<file path="config.mk">
export PLATFORM = sky130hd
export DESIGN_NAME = block_sleep_enable_bank
export DESIGN_NICKNAME = d
export VERILOG_FILES = /design/src/hdl/sleep_bank_pkg.sv /design/src/hdl/block_sleep_enable_bank.sv /design/src/hdl/clock_request_merge.sv
export SDC_FILE = /design/constraint.sdc
export NUM_CORES = 1
export LEC_CHECK = 0
export ABC_AREA = 0
export BUFFER_PORTS_ARGS = -buffer_cell sky130_fd_sc_hd__buf_2
export CORE_MARGIN = 3
export CORE_UTILIZATION = 40
export CTS_CLUSTER_SIZE = 25
export DETAILED_ROUTE_END_ITERATION = 12
export GPL_TIMING_DRIVEN = 0
export SLEW_MARGIN = 20
export SYNTH_ARGS = -nofsm -noshare
export SYNTH_HDL_FRONTEND = slang
export SYNTH_SLANG_ARGS = --single-unit
</file>
<file path="constraint.sdc">
create_clock -name ref_clk -period 5.52 [get_ports ref_clk]
set_input_delay 0.552 -clock ref_clk [delete_from_list [all_inputs] [get_ports ref_clk]]
set_output_delay 0.552 -clock ref_clk [all_outputs]
set_load 0.01 [all_outputs]
</file>
<file path="src/hdl/sleep_bank_pkg.sv">
// Constants and carrier types for the sleep enable register bank.
// Assumes a single system clock and a synchronous active-low reset.

package sleep_bank_pkg;

    // ------------------------------------------------------------------
    // Register offsets (byte addresses, one aligned word each)
    // ------------------------------------------------------------------
    localparam logic [7:0] OFF_TEST_A         = 8'h00;
    localparam logic [7:0] OFF_TEST_B         = 8'h04;
    localparam logic [7:0] OFF_SLEEP_EN       = 8'h08;
    localparam logic [7:0] OFF_CLK_NEEDED     = 8'h0C;
    localparam logic [7:0] OFF_HOST_SLEEP_EN  = 8'h10;
    localparam logic [7:0] OFF_HOST_CLK_NEED  = 8'h14;
    localparam logic [7:0] OFF_SYS_SLEEP_CTRL = 8'h18;
    localparam logic [7:0] OFF_PROC_CLK_CTRL  = 8'h20;
    localparam logic [7:0] OFF_SLEEP_EN_TWO   = 8'h24;
    localparam logic [7:0] OFF_CLK_NEED_TWO   = 8'h28;
    localparam logic [7:0] OFF_SLOW_CLK_CTRL  = 8'h2C;
    localparam logic [7:0] OFF_OSC_ID         = 8'h30;
    localparam logic [7:0] OFF_PWR_RST_STS    = 8'h34;
    localparam logic [7:0] OFF_TEST_C         = 8'h38;
    localparam logic [7:0] OFF_HOST_RST_EN    = 8'h3C;
    localparam logic [7:0] OFF_RST_EN         = 8'h40;
    localparam logic [7:0] OFF_RST_EN_TWO     = 8'h44;
    localparam logic [7:0] OFF_POWER_RESET_CONTROL   = 8'h48;

    // ------------------------------------------------------------------
    // Controller sleep enable field positions
    // ------------------------------------------------------------------
    localparam int BIT_TIMER_SECOND = 31;
    localparam int BIT_TIMER_FIRST  = 30;
    localparam int BIT_REG_BANK     = 29;
    localparam int BIT_PWM_HI_TOP   = 26;
    localparam int BIT_PWM_HI_BOT   = 20;
    localparam int BIT_TACH_ONE     = 11;
    localparam int BIT_SMBUS_ZERO   = 10;
    localparam int BIT_WATCHDOG     = 9;
    localparam int BIT_PROCESSOR    = 8;
    localparam int BIT_TRACE_PORT   = 7;
    localparam int BIT_DMA          = 6;
    localparam int BIT_POWER_MGMT   = 5;
    localparam int BIT_PWM_ZERO     = 4;
    localparam int BIT_TACH_ZERO    = 2;
    localparam int BIT_PECI         = 1;
    localparam int BIT_INT_UNIT     = 0;

    // Implemented bits; 28:27, 19:12 and 3 are reserved
    localparam logic [31:0] SLEEP_EN_MASK  = 32'hE7F00FF7;
    localparam logic [31:0] SLEEP_EN_RESET = 32'h00000000;
    // Processor needs the clock out of reset
    localparam logic [31:0] CLK_NEED_RESET = 32'h00000100;
    localparam logic [31:0] WORD_ZERO      = 32'h00000000;

    // ------------------------------------------------------------------
    // System sleep control fields
    // ------------------------------------------------------------------
    localparam int          SYS_SLEEP_ALL_BIT = 3;
    localparam logic [31:0] SYS_SLEEP_MASK    = 32'h0000000F;
    localparam logic [31:0] CTRL_RESET        = 32'h00000000;

    // Register bus request carrier
    typedef struct packed {
        logic [7:0]  addr;
        logic [31:0] wdata;
        logic        wr;
        logic        rd;
    } bus_req_type;

endpackage : sleep_bank_pkg

</file>
<file path="src/hdl/block_sleep_enable_bank.sv">
// Power, clock and reset register bank: sleep enables, clock-needed
// status, sleep control and reset enable storage.
// Assumes one 40 MHz clock, synchronous inputs, and a bus master that
// never issues read and write strobes together.
//
// Implementation choice: the address-and-strobe port.
`timescale 1ns/1ps
`default_nettype none

module block_sleep_enable_bank
    import sleep_bank_pkg::*;
#(
    parameter int          ADDR_W = 8,
    parameter logic [31:0] OSC_ID = 32'h00000000  // Arbitrary identity value
)(
    // Clock and reset
    input  wire logic              ref_clk,
    input  wire logic              rst_n,
    // Register bus
    input  wire bus_req_type       bus_req,
    output logic [31:0]            rd_data,
    // Peripheral handshakes
    input  wire logic [31:0]       periph_clk_req,
    input  wire logic [31:0]       host_clk_req,
    input  wire logic [31:0]       periph_clk_req_two,
    input  wire logic [1:0]        timer_auto_reload,
    input  wire logic [1:0]        timer_halted,
    input  wire logic [31:0]       pwr_rst_status_in,
    input  wire logic              cpu_sleep_instr,
    // Sleep commands and sleep status
    output logic [31:0]            sleep_cmd,
    output logic [31:0]            host_sleep_cmd,
    output logic [31:0]            sleep_cmd_two,
    output logic [31:0]            periph_asleep,
    output logic                   chip_sleep,
    // Control register contents
    output logic [31:0]            sys_sleep_ctrl,
    output logic [31:0]            proc_clk_ctrl,
    output logic [31:0]            slow_clk_ctrl,
    output logic [31:0]            host_rst_en,
    output logic [31:0]            rst_en,
    output logic [31:0]            rst_en_two,
    output logic [31:0]            power_reset_control
);

    // --------------------
    // Elaboration checks
    // --------------------
    if (ADDR_W != 8) begin : g_bad_addr
        $error("block_sleep_enable_bank: ADDR_W must be 8");
    end

    // --------------------
    // Address decode helper
    // --------------------
    function automatic logic hit(input logic [7:0] addr, input logic [7:0] off);
        hit = (addr == off);
    endfunction : hit

    // --------------------
    // Registers
    // --------------------
    logic [31:0] sleep_en_reg;
    logic [31:0] host_sleep_en_reg;
    logic [31:0] sys_sleep_ctrl_reg;
    logic [31:0] proc_clk_ctrl_reg;
    logic [31:0] sleep_en_two_reg;
    logic [31:0] slow_clk_ctrl_reg;
    logic [31:0] host_rst_en_reg;
    logic [31:0] rst_en_reg;
    logic [31:0] rst_en_two_reg;
    logic [31:0] power_reset_control_reg;
    logic [31:0] clk_needed_reg;
    logic [31:0] host_clk_needed_reg;
    logic [31:0] clk_needed_two_reg;
    logic [31:0] pwr_rst_sts_reg;
    logic [31:0] sleep_cmd_reg;
    logic [31:0] host_sleep_cmd_reg;
    logic [31:0] sleep_cmd_two_reg;
    logic [31:0] periph_asleep_reg;
    logic        chip_sleep_reg;
    logic [31:0] rd_data_reg;

    // --------------------
    // Write decode
    // --------------------
    wire logic        wr      = bus_req.wr;
    wire logic        rd      = bus_req.rd;
    wire logic [7:0]  addr    = bus_req.addr;
    wire logic [31:0] wdata   = bus_req.wdata;

    wire logic wr_sleep_en  = wr && hit(addr, OFF_SLEEP_EN);
    wire logic wr_host_en   = wr && hit(addr, OFF_HOST_SLEEP_EN);
    wire logic wr_sys_ctrl  = wr && hit(addr, OFF_SYS_SLEEP_CTRL);
    wire logic wr_proc_clk  = wr && hit(addr, OFF_PROC_CLK_CTRL);
    wire logic wr_sleep_two = wr && hit(addr, OFF_SLEEP_EN_TWO);
    wire logic wr_slow_clk  = wr && hit(addr, OFF_SLOW_CLK_CTRL);
    wire logic wr_host_rst  = wr && hit(addr, OFF_HOST_RST_EN);
    wire logic wr_rst_en    = wr && hit(addr, OFF_RST_EN);
    wire logic wr_rst_two   = wr && hit(addr, OFF_RST_EN_TWO);
    wire logic wr_pwr_ctrl  = wr && hit(addr, OFF_POWER_RESET_CONTROL);

    // --------------------
    // Next values of the writable registers
    // --------------------
    // Reserved sleep enable bits are dropped on write
    wire logic [31:0] sleep_en_next =
        wr_sleep_en ? (wdata & SLEEP_EN_MASK) : sleep_en_reg;
    wire logic [31:0] host_sleep_en_next =
        wr_host_en ? wdata : host_sleep_en_reg;
    wire logic [31:0] sys_sleep_ctrl_next =
        wr_sys_ctrl ? (wdata & SYS_SLEEP_MASK) : sys_sleep_ctrl_reg;
    wire logic [31:0] proc_clk_ctrl_next =
        wr_proc_clk ? wdata : proc_clk_ctrl_reg;
    wire logic [31:0] sleep_en_two_next =
        wr_sleep_two ? wdata : sleep_en_two_reg;
    wire logic [31:0] slow_clk_ctrl_next =
        wr_slow_clk ? wdata : slow_clk_ctrl_reg;
    wire logic [31:0] host_rst_en_next =
        wr_host_rst ? wdata : host_rst_en_reg;
    wire logic [31:0] rst_en_next =
        wr_rst_en ? wdata : rst_en_reg;
    wire logic [31:0] rst_en_two_next =
        wr_rst_two ? wdata : rst_en_two_reg;
    wire logic [31:0] power_reset_control_next =
        wr_pwr_ctrl ? wdata : power_reset_control_reg;

    // --------------------
    // Clock-needed merge
    // --------------------
    wire logic [31:0] clk_needed_next;

    clock_request_merge u_merge (
        .periph_clk_req    (periph_clk_req),
        .timer_auto_reload (timer_auto_reload),
        .timer_halted      (timer_halted),
        .bank_access       (wr | rd),
        .clk_needed        (clk_needed_next)
    );

    // --------------------
    // Effective sleep commands
    // --------------------
    // Sleep-all commands every implemented block at once
    wire logic        sleep_all = sys_sleep_ctrl_reg[SYS_SLEEP_ALL_BIT];
    wire logic [31:0] all_word  = {32{sleep_all}};

    // Timers, register bank, PWMs and the other peripherals
    wire logic [31:0] sleep_cmd_next =
        sleep_en_reg | (all_word & SLEEP_EN_MASK);
    wire logic [31:0] host_sleep_cmd_next = host_sleep_en_reg | all_word;
    wire logic [31:0] sleep_cmd_two_next  = sleep_en_two_reg | all_word;

    // A block is asleep once commanded and no longer asking for clock
    wire logic [31:0] periph_asleep_next =
        sleep_cmd_reg & ~clk_needed_reg & SLEEP_EN_MASK;

    // --------------------
    // Chip sleep qualification
    // --------------------
    wire logic all_commanded =
        ((sleep_cmd_reg & SLEEP_EN_MASK) == SLEEP_EN_MASK) &&
        (host_sleep_cmd_reg == {32{1'b1}}) &&
        (sleep_cmd_two_reg == {32{1'b1}});
    wire logic none_needed =
        (clk_needed_reg == WORD_ZERO) &&
        (host_clk_needed_reg == WORD_ZERO) &&
        (clk_needed_two_reg == WORD_ZERO);
    // A bus access wakes the chip on the next edge, a new clock request one edge later
    wire logic chip_sleep_next =
        all_commanded && none_needed && cpu_sleep_instr && !(wr | rd);

    // --------------------
    // Read multiplexer
    // --------------------
    logic [31:0] rd_mux;

    // Test and unmapped words read zero
    always_comb begin
        if (hit(addr, OFF_SLEEP_EN))
            rd_mux = sleep_en_reg & SLEEP_EN_MASK;
        else if (hit(addr, OFF_CLK_NEEDED))
            rd_mux = clk_needed_reg;
        else if (hit(addr, OFF_HOST_SLEEP_EN))
            rd_mux = host_sleep_en_reg;
        else if (hit(addr, OFF_HOST_CLK_NEED))
            rd_mux = host_clk_needed_reg;
        else if (hit(addr, OFF_SYS_SLEEP_CTRL))
            rd_mux = sys_sleep_ctrl_reg;
        else if (hit(addr, OFF_PROC_CLK_CTRL))
            rd_mux = proc_clk_ctrl_reg;
        else if (hit(addr, OFF_SLEEP_EN_TWO))
            rd_mux = sleep_en_two_reg;
        else if (hit(addr, OFF_CLK_NEED_TWO))
            rd_mux = clk_needed_two_reg;
        else if (hit(addr, OFF_SLOW_CLK_CTRL))
            rd_mux = slow_clk_ctrl_reg;
        else if (hit(addr, OFF_OSC_ID))
            rd_mux = OSC_ID;
        else if (hit(addr, OFF_PWR_RST_STS))
            rd_mux = pwr_rst_sts_reg;
        else if (hit(addr, OFF_HOST_RST_EN))
            rd_mux = host_rst_en_reg;
        else if (hit(addr, OFF_RST_EN))
            rd_mux = rst_en_reg;
        else if (hit(addr, OFF_RST_EN_TWO))
            rd_mux = rst_en_two_reg;
        else if (hit(addr, OFF_POWER_RESET_CONTROL))
            rd_mux = power_reset_control_reg;
        else
            rd_mux = WORD_ZERO;
    end

    // Read data stand only in the cycle after the strobe
    wire logic [31:0] rd_data_next = rd ? rd_mux : WORD_ZERO;

    // --------------------
    // Control registers
    // --------------------
    always_ff @(posedge ref_clk) begin
        if (!rst_n) begin
            sleep_en_reg       <= SLEEP_EN_RESET;
            host_sleep_en_reg  <= CTRL_RESET;
            sys_sleep_ctrl_reg <= CTRL_RESET;
            proc_clk_ctrl_reg  <= CTRL_RESET;
            sleep_en_two_reg   <= CTRL_RESET;
            slow_clk_ctrl_reg  <= CTRL_RESET;
        end else begin
            sleep_en_reg       <= sleep_en_next;
            host_sleep_en_reg  <= host_sleep_en_next;
            sys_sleep_ctrl_reg <= sys_sleep_ctrl_next;
            proc_clk_ctrl_reg  <= proc_clk_ctrl_next;
            sleep_en_two_reg   <= sleep_en_two_next;
            slow_clk_ctrl_reg  <= slow_clk_ctrl_next;
        end
    end

    // Reset enable and reset control storage
    always_ff @(posedge ref_clk) begin
        if (!rst_n) begin
            host_rst_en_reg  <= CTRL_RESET;
            rst_en_reg       <= CTRL_RESET;
            rst_en_two_reg   <= CTRL_RESET;
            power_reset_control_reg <= CTRL_RESET;
        end else begin
            host_rst_en_reg  <= host_rst_en_next;
            rst_en_reg       <= rst_en_next;
            rst_en_two_reg   <= rst_en_two_next;
            power_reset_control_reg <= power_reset_control_next;
        end
    end

    // --------------------
    // Status sampling
    // --------------------
    always_ff @(posedge ref_clk) begin
        if (!rst_n) begin
            clk_needed_reg      <= CLK_NEED_RESET;
            host_clk_needed_reg <= WORD_ZERO;
            clk_needed_two_reg  <= WORD_ZERO;
            pwr_rst_sts_reg     <= WORD_ZERO;
        end else begin
            clk_needed_reg      <= clk_needed_next;
            host_clk_needed_reg <= host_clk_req;
            clk_needed_two_reg  <= periph_clk_req_two;
            pwr_rst_sts_reg     <= pwr_rst_status_in;
        end
    end

    // --------------------
    // Command, sleep and read data outputs
    // --------------------
    always_ff @(posedge ref_clk) begin
        if (!rst_n) begin
            sleep_cmd_reg      <= WORD_ZERO;
            host_sleep_cmd_reg <= WORD_ZERO;
            sleep_cmd_two_reg  <= WORD_ZERO;
            periph_asleep_reg  <= WORD_ZERO;
            chip_sleep_reg     <= 1'b0;
            rd_data_reg        <= WORD_ZERO;
        end else begin
            sleep_cmd_reg      <= sleep_cmd_next;
            host_sleep_cmd_reg <= host_sleep_cmd_next;
            sleep_cmd_two_reg  <= sleep_cmd_two_next;
            periph_asleep_reg  <= periph_asleep_next;
            chip_sleep_reg     <= chip_sleep_next;
            rd_data_reg        <= rd_data_next;
        end
    end

    // --------------------
    // Output connections
    // --------------------
    assign rd_data        = rd_data_reg;
    assign sleep_cmd      = sleep_cmd_reg;
    assign host_sleep_cmd = host_sleep_cmd_reg;
    assign sleep_cmd_two  = sleep_cmd_two_reg;
    assign periph_asleep  = periph_asleep_reg;
    assign chip_sleep     = chip_sleep_reg;
    assign sys_sleep_ctrl = sys_sleep_ctrl_reg;
    assign proc_clk_ctrl  = proc_clk_ctrl_reg;
    assign slow_clk_ctrl  = slow_clk_ctrl_reg;
    assign host_rst_en    = host_rst_en_reg;
    assign rst_en         = rst_en_reg;
    assign rst_en_two     = rst_en_two_reg;
    assign power_reset_control   = power_reset_control_reg;

endmodule : block_sleep_enable_bank
`default_nettype wire

</file>
<file path="src/hdl/clock_request_merge.sv">
// Merges peripheral clock requests into the clock-needed status word.
// Assumes all inputs are synchronous to ref_clk.
`timescale 1ns/1ps
`default_nettype none

module clock_request_merge
    import sleep_bank_pkg::*;
(
    // Raw requests from peripherals
    input  wire logic [31:0] periph_clk_req,
    // Basic timer modes
    input  wire logic [1:0]  timer_auto_reload,
    input  wire logic [1:0]  timer_halted,
    // Register bank activity
    input  wire logic        bank_access,
    // Merged result
    output logic [31:0]      clk_needed
);

    // ------------------------------------------------------------------
    // Forced requests
    // ------------------------------------------------------------------
    // Running auto-reload timers hold their request high
    wire logic [1:0] timer_force = timer_auto_reload & ~timer_halted;

    // Reserved positions read zero; bank requests during its own access
    always_comb begin
        clk_needed = periph_clk_req & SLEEP_EN_MASK;
        clk_needed[BIT_TIMER_SECOND] = periph_clk_req[BIT_TIMER_SECOND] | timer_force[1];
        clk_needed[BIT_TIMER_FIRST]  = periph_clk_req[BIT_TIMER_FIRST] | timer_force[0];
        clk_needed[BIT_REG_BANK]     = periph_clk_req[BIT_REG_BANK] | bank_access;
    end

endmodule : clock_request_merge
`default_nettype wire

</file>
==> flow_summary_export.csv <==
group,metric,value,unit
status,status,"completed",
hold_path,holdPathEnd,"clk_needed_reg[8]",
final_layout,final_core_util,50.8,%
cts,post_cts_resize_count,0,
pwr,power.total,0.00876,W
route,wl_per_cell,30.4,µm
place,port_buffers,464,
worst_setup_path,r2r_start,"sys_sleep_ctrl[3]",
floorplanning,die_area,60000,µm²
floorplanning,start_util,40.9,%
pwr,p_comb_share,7.0,%
final_layout,area_delta_synth_final,24.1,%
route,firstDrtPassIters,8,
synthesis,synth.distinct_cells,75,
cts,htreeDepth,2,
worst_setup_path,path_cells,"buf_2 > inv_1 > buf_2 > clkbuf_1 > clkbuf_1 > nor2_1 > o2bb2ai_1 > a221oi_1 > nor3_1",
hold_path,min_path_type,"input pin to flip-flop",
sta,holdWs,0.107,ns
synthesis,yosys_most_used_dff,"dfxtp_1",
worst_setup_path,cpMaxStageDelayCell,"clkbuf_1",
sta,hold_viol_final,0,
pwr,power_per_cell_area,309,nW/µm²
sta,slew_violations,0,
cts,clk_pin_slew,0.06,ns
floorplanning,dieWidth,245,µm
cts,clk_latency,0.64,ns
worst_setup_path,crit_required,5.99,ns
cts,cts_setup_buffers,0,
final_layout,final_common_cell,"nand2_1",
hold_path,hold_path_depth,2,
synthesis,synthArstFlopShare,0,%
flow_run,drv_cap,0,
synthesis,synth_area,22900,µm²
route,drtIter0Drc,2619,
place,dpl.hpwl,98000,µm
floorplanning,rows,86,
grt,grt_first_pass_wirelength,170000,µm
pwr,irDropWorstVdd,0.223,mV
sta,worstMarginPinSlew,1.26,ns
worst_setup_path,worstPathMaxFanout,10,
synthesis,synth_edf_count,0,
route,num_vias,23500,
floorplanning,num_io_pins,562,
grt,grt.total_usage,39.7,%
grt,grt_antenna_before_repair,7,
grt,grt_pass1_vias,22700,
worst_setup_path,worstSetupStartpointType,"input pin",
final_layout,n_fill_cell,5413,
final_layout,final_cell_mix,"nand2_1, dfxtp_1, buf_2",
worst_setup_path,cp_data_arrival_time,3.73,ns
final_layout,regArea,10800,µm²
grt,overflow,0,
route,drt-total-wl,124000,µm
pwr,power_frac_clock,47.5,%
final_layout,finalNetCount,3443,
place,place_inst,3953,
floorplanning,core_area,55800,µm²
route,detail-route-antenna-nets,0,
synthesis,netlist_instances,2692,
worst_setup_path,r2r_cells,4,
sta,fin_skew,0.0145,ns
final_layout,multi_input_area,10800,µm²
sta,max_freq,307,MHz
sta,setup_violations,0,
final_layout,instances_no_fill,4063,
place,gp_congestion,1.09,
cts,numCtsBuffers,58,
worst_setup_path,path_buf_inv,5,
final_layout,drive_gt1_share,21.9,%
worst_setup_path,cp_slowest_stage_delay,0.74,ns
pwr,p_leak,11.5,nW
cts,clkSinkCount,537,
pwr,switching_share,25.3,%
grt,grt_max_degree,16,
pwr,pwr-share-seq,45.4,%
sta,fin_crit_sh,59.1,%
route,vias_per_cell,5.79,
sta,min_period,3.26,ns
synthesis,postSynthRegisterBits,537,
cts,cts_buffer_depth,3,
sta,rsz0062_at_grt,"no",
worst_setup_path,cp-end-kind,"flip-flop",
sta,slew_headroom,16.2,%
worst_setup_path,r2r_slack,2.61,ns
cts,cts-root-buf,"clkbuf_16",
hold_path,holdCritStartpoint,"periph_clk_req[8]",
worst_setup_path,crit_family,"buffers and inverters",
cts,cts_tree,"built",
synthesis,yosysSeqAreaShare,47.0,%
pwr,p_int,0.00654,W
worst_setup_path,crit_type,"input pin to flip-flop",
route,drc,0,
cts,cts_hold_buf,0,
synthesis,syn_avg_cell_area,8.49,µm²
synthesis,yosysWarnings,0,
floorplanning,die_h,245,µm
pwr,switchingPower,0.00221,W
worst_setup_path,reg2reg_to,"sleep_cmd_two[24]",
sta,tns,0,ns
[area by class of cell]
cell class | instances | area share (%)
Antenna cell | 2 | 0.0176
Buffer | 301 | 5.24
Clock buffer | 82 | 6.11
Clock inverter | 25 | 1.09
Inverter | 3 | 0.0397
Multi-Input combinational cell | 1900 | 38.1
Sequential cell | 537 | 37.9
Tap cell | 748 | 3.30
Timing Repair Buffer | 465 | 8.24
[per-layer routing]
metal	vias up	track usage [%]	wire length (µm)
met4	10	20.3	7390
met2	1538	63.0	55000
met1	11300	50.1	48600
met3	346	9.79	12500
li1	10300	-	-
met5	-	0	70
[synthesized netlist by cell type (all sizes together) (4+ instances only)]
| library cell | n | area share [%] |
|---|---|---|
| nor4 | 17 | 0.49 |
| a31oi | 5 | 0.14 |
| o22ai | 15 | 0.41 |
| a211oi | 7 | 0.23 |
| o2bb2ai | 6 | 0.23 |
| nor2 | 89 | 1.5 |
| nor3 | 31 | 0.91 |
| a222oi | 18 | 0.79 |
| a221oi | 8 | 0.31 |
| o21a | 91 | 3.0 |
| and3b | 20 | 0.77 |
| o221ai | 11 | 0.42 |
| a22o | 22 | 0.84 |
| a21oi | 89 | 2.0 |
| or4 | 4 | 0.13 |
| o211ai | 30 | 0.99 |
| a32o | 20 | 0.88 |
| clkbuf | 167 | 2.7 |
| buf | 134 | 3.8 |
| and2 | 115 | 3.1 |
| nor4bb | 7 | 0.31 |
| nand4 | 17 | 0.47 |
| o21ai | 160 | 3.5 |
| nand2 | 636 | 10 |
| mux2i | 14 | 0.61 |
| a21boi | 278 | 9.1 |
| nor4b | 7 | 0.32 |
| a22oi | 10 | 0.33 |
| nor2b | 12 | 0.33 |
| or4b | 5 | 0.24 |
| o2111ai | 8 | 0.31 |
| nand2b | 41 | 1.1 |
| mux2 | 4 | 0.20 |
| nand3 | 13 | 0.28 |
| and3 | 8 | 0.22 |
| dfxtp | 537 | 47 |
[worst max path at each step]
stage / to / cells after the start / startpoint / slack, ns
2_1_floorplan: rd_data[24] / 9 / bus_req[41] / 3.29
3_3_place_gp: rd_data[27] / 9 / bus_req[37] / 1.80
5_1_grt: rd_data[9] / 9 / bus_req[36] / 2.30
6_report: rd_data[3] / 9 / bus_req[37] / 2.26
3_5_place_dp: rd_data[27] / 9 / bus_req[37] / 1.79
4_1_cts: rd_data[27] / 9 / bus_req[37] / 2.45
[cell families (layout without fill, tap and decap cells)]
group,after synthesis,after routing,share of synthesized area [%]
buffers and inverters,304,876,6.54
multiplexers,18,18,0.810
AND/OR/NAND/NOR,1033,1033,21.2
AO/OA/AOI/OAI,799,799,24.4
other,1,52,0.0164
flip-flops,537,537,47.0
[power by group through the flow]
stage	clock network, W	logic (W)	registers (W)
global placement	0	0.000582	0.00406
finish	0.00416	0.000614	0.00398
CTS	0.00418	0.000587	0.00398
detailed placement	0	0.000585	0.00406
floorplan	0	0.000305	0.00403
global route	0.00432	0.000632	0.00398
[stage by stage]
stage          worst slack, ns  instance area, µm²
6_report                  2.26               28400
5_1_grt                   2.30               28400
4_1_cts                   2.45               28300
3_5_place_dp              1.79               26300
3_3_place_gp              1.80               26300
2_1_floorplan             3.29               23000
(Power assumes the default switching activity.)
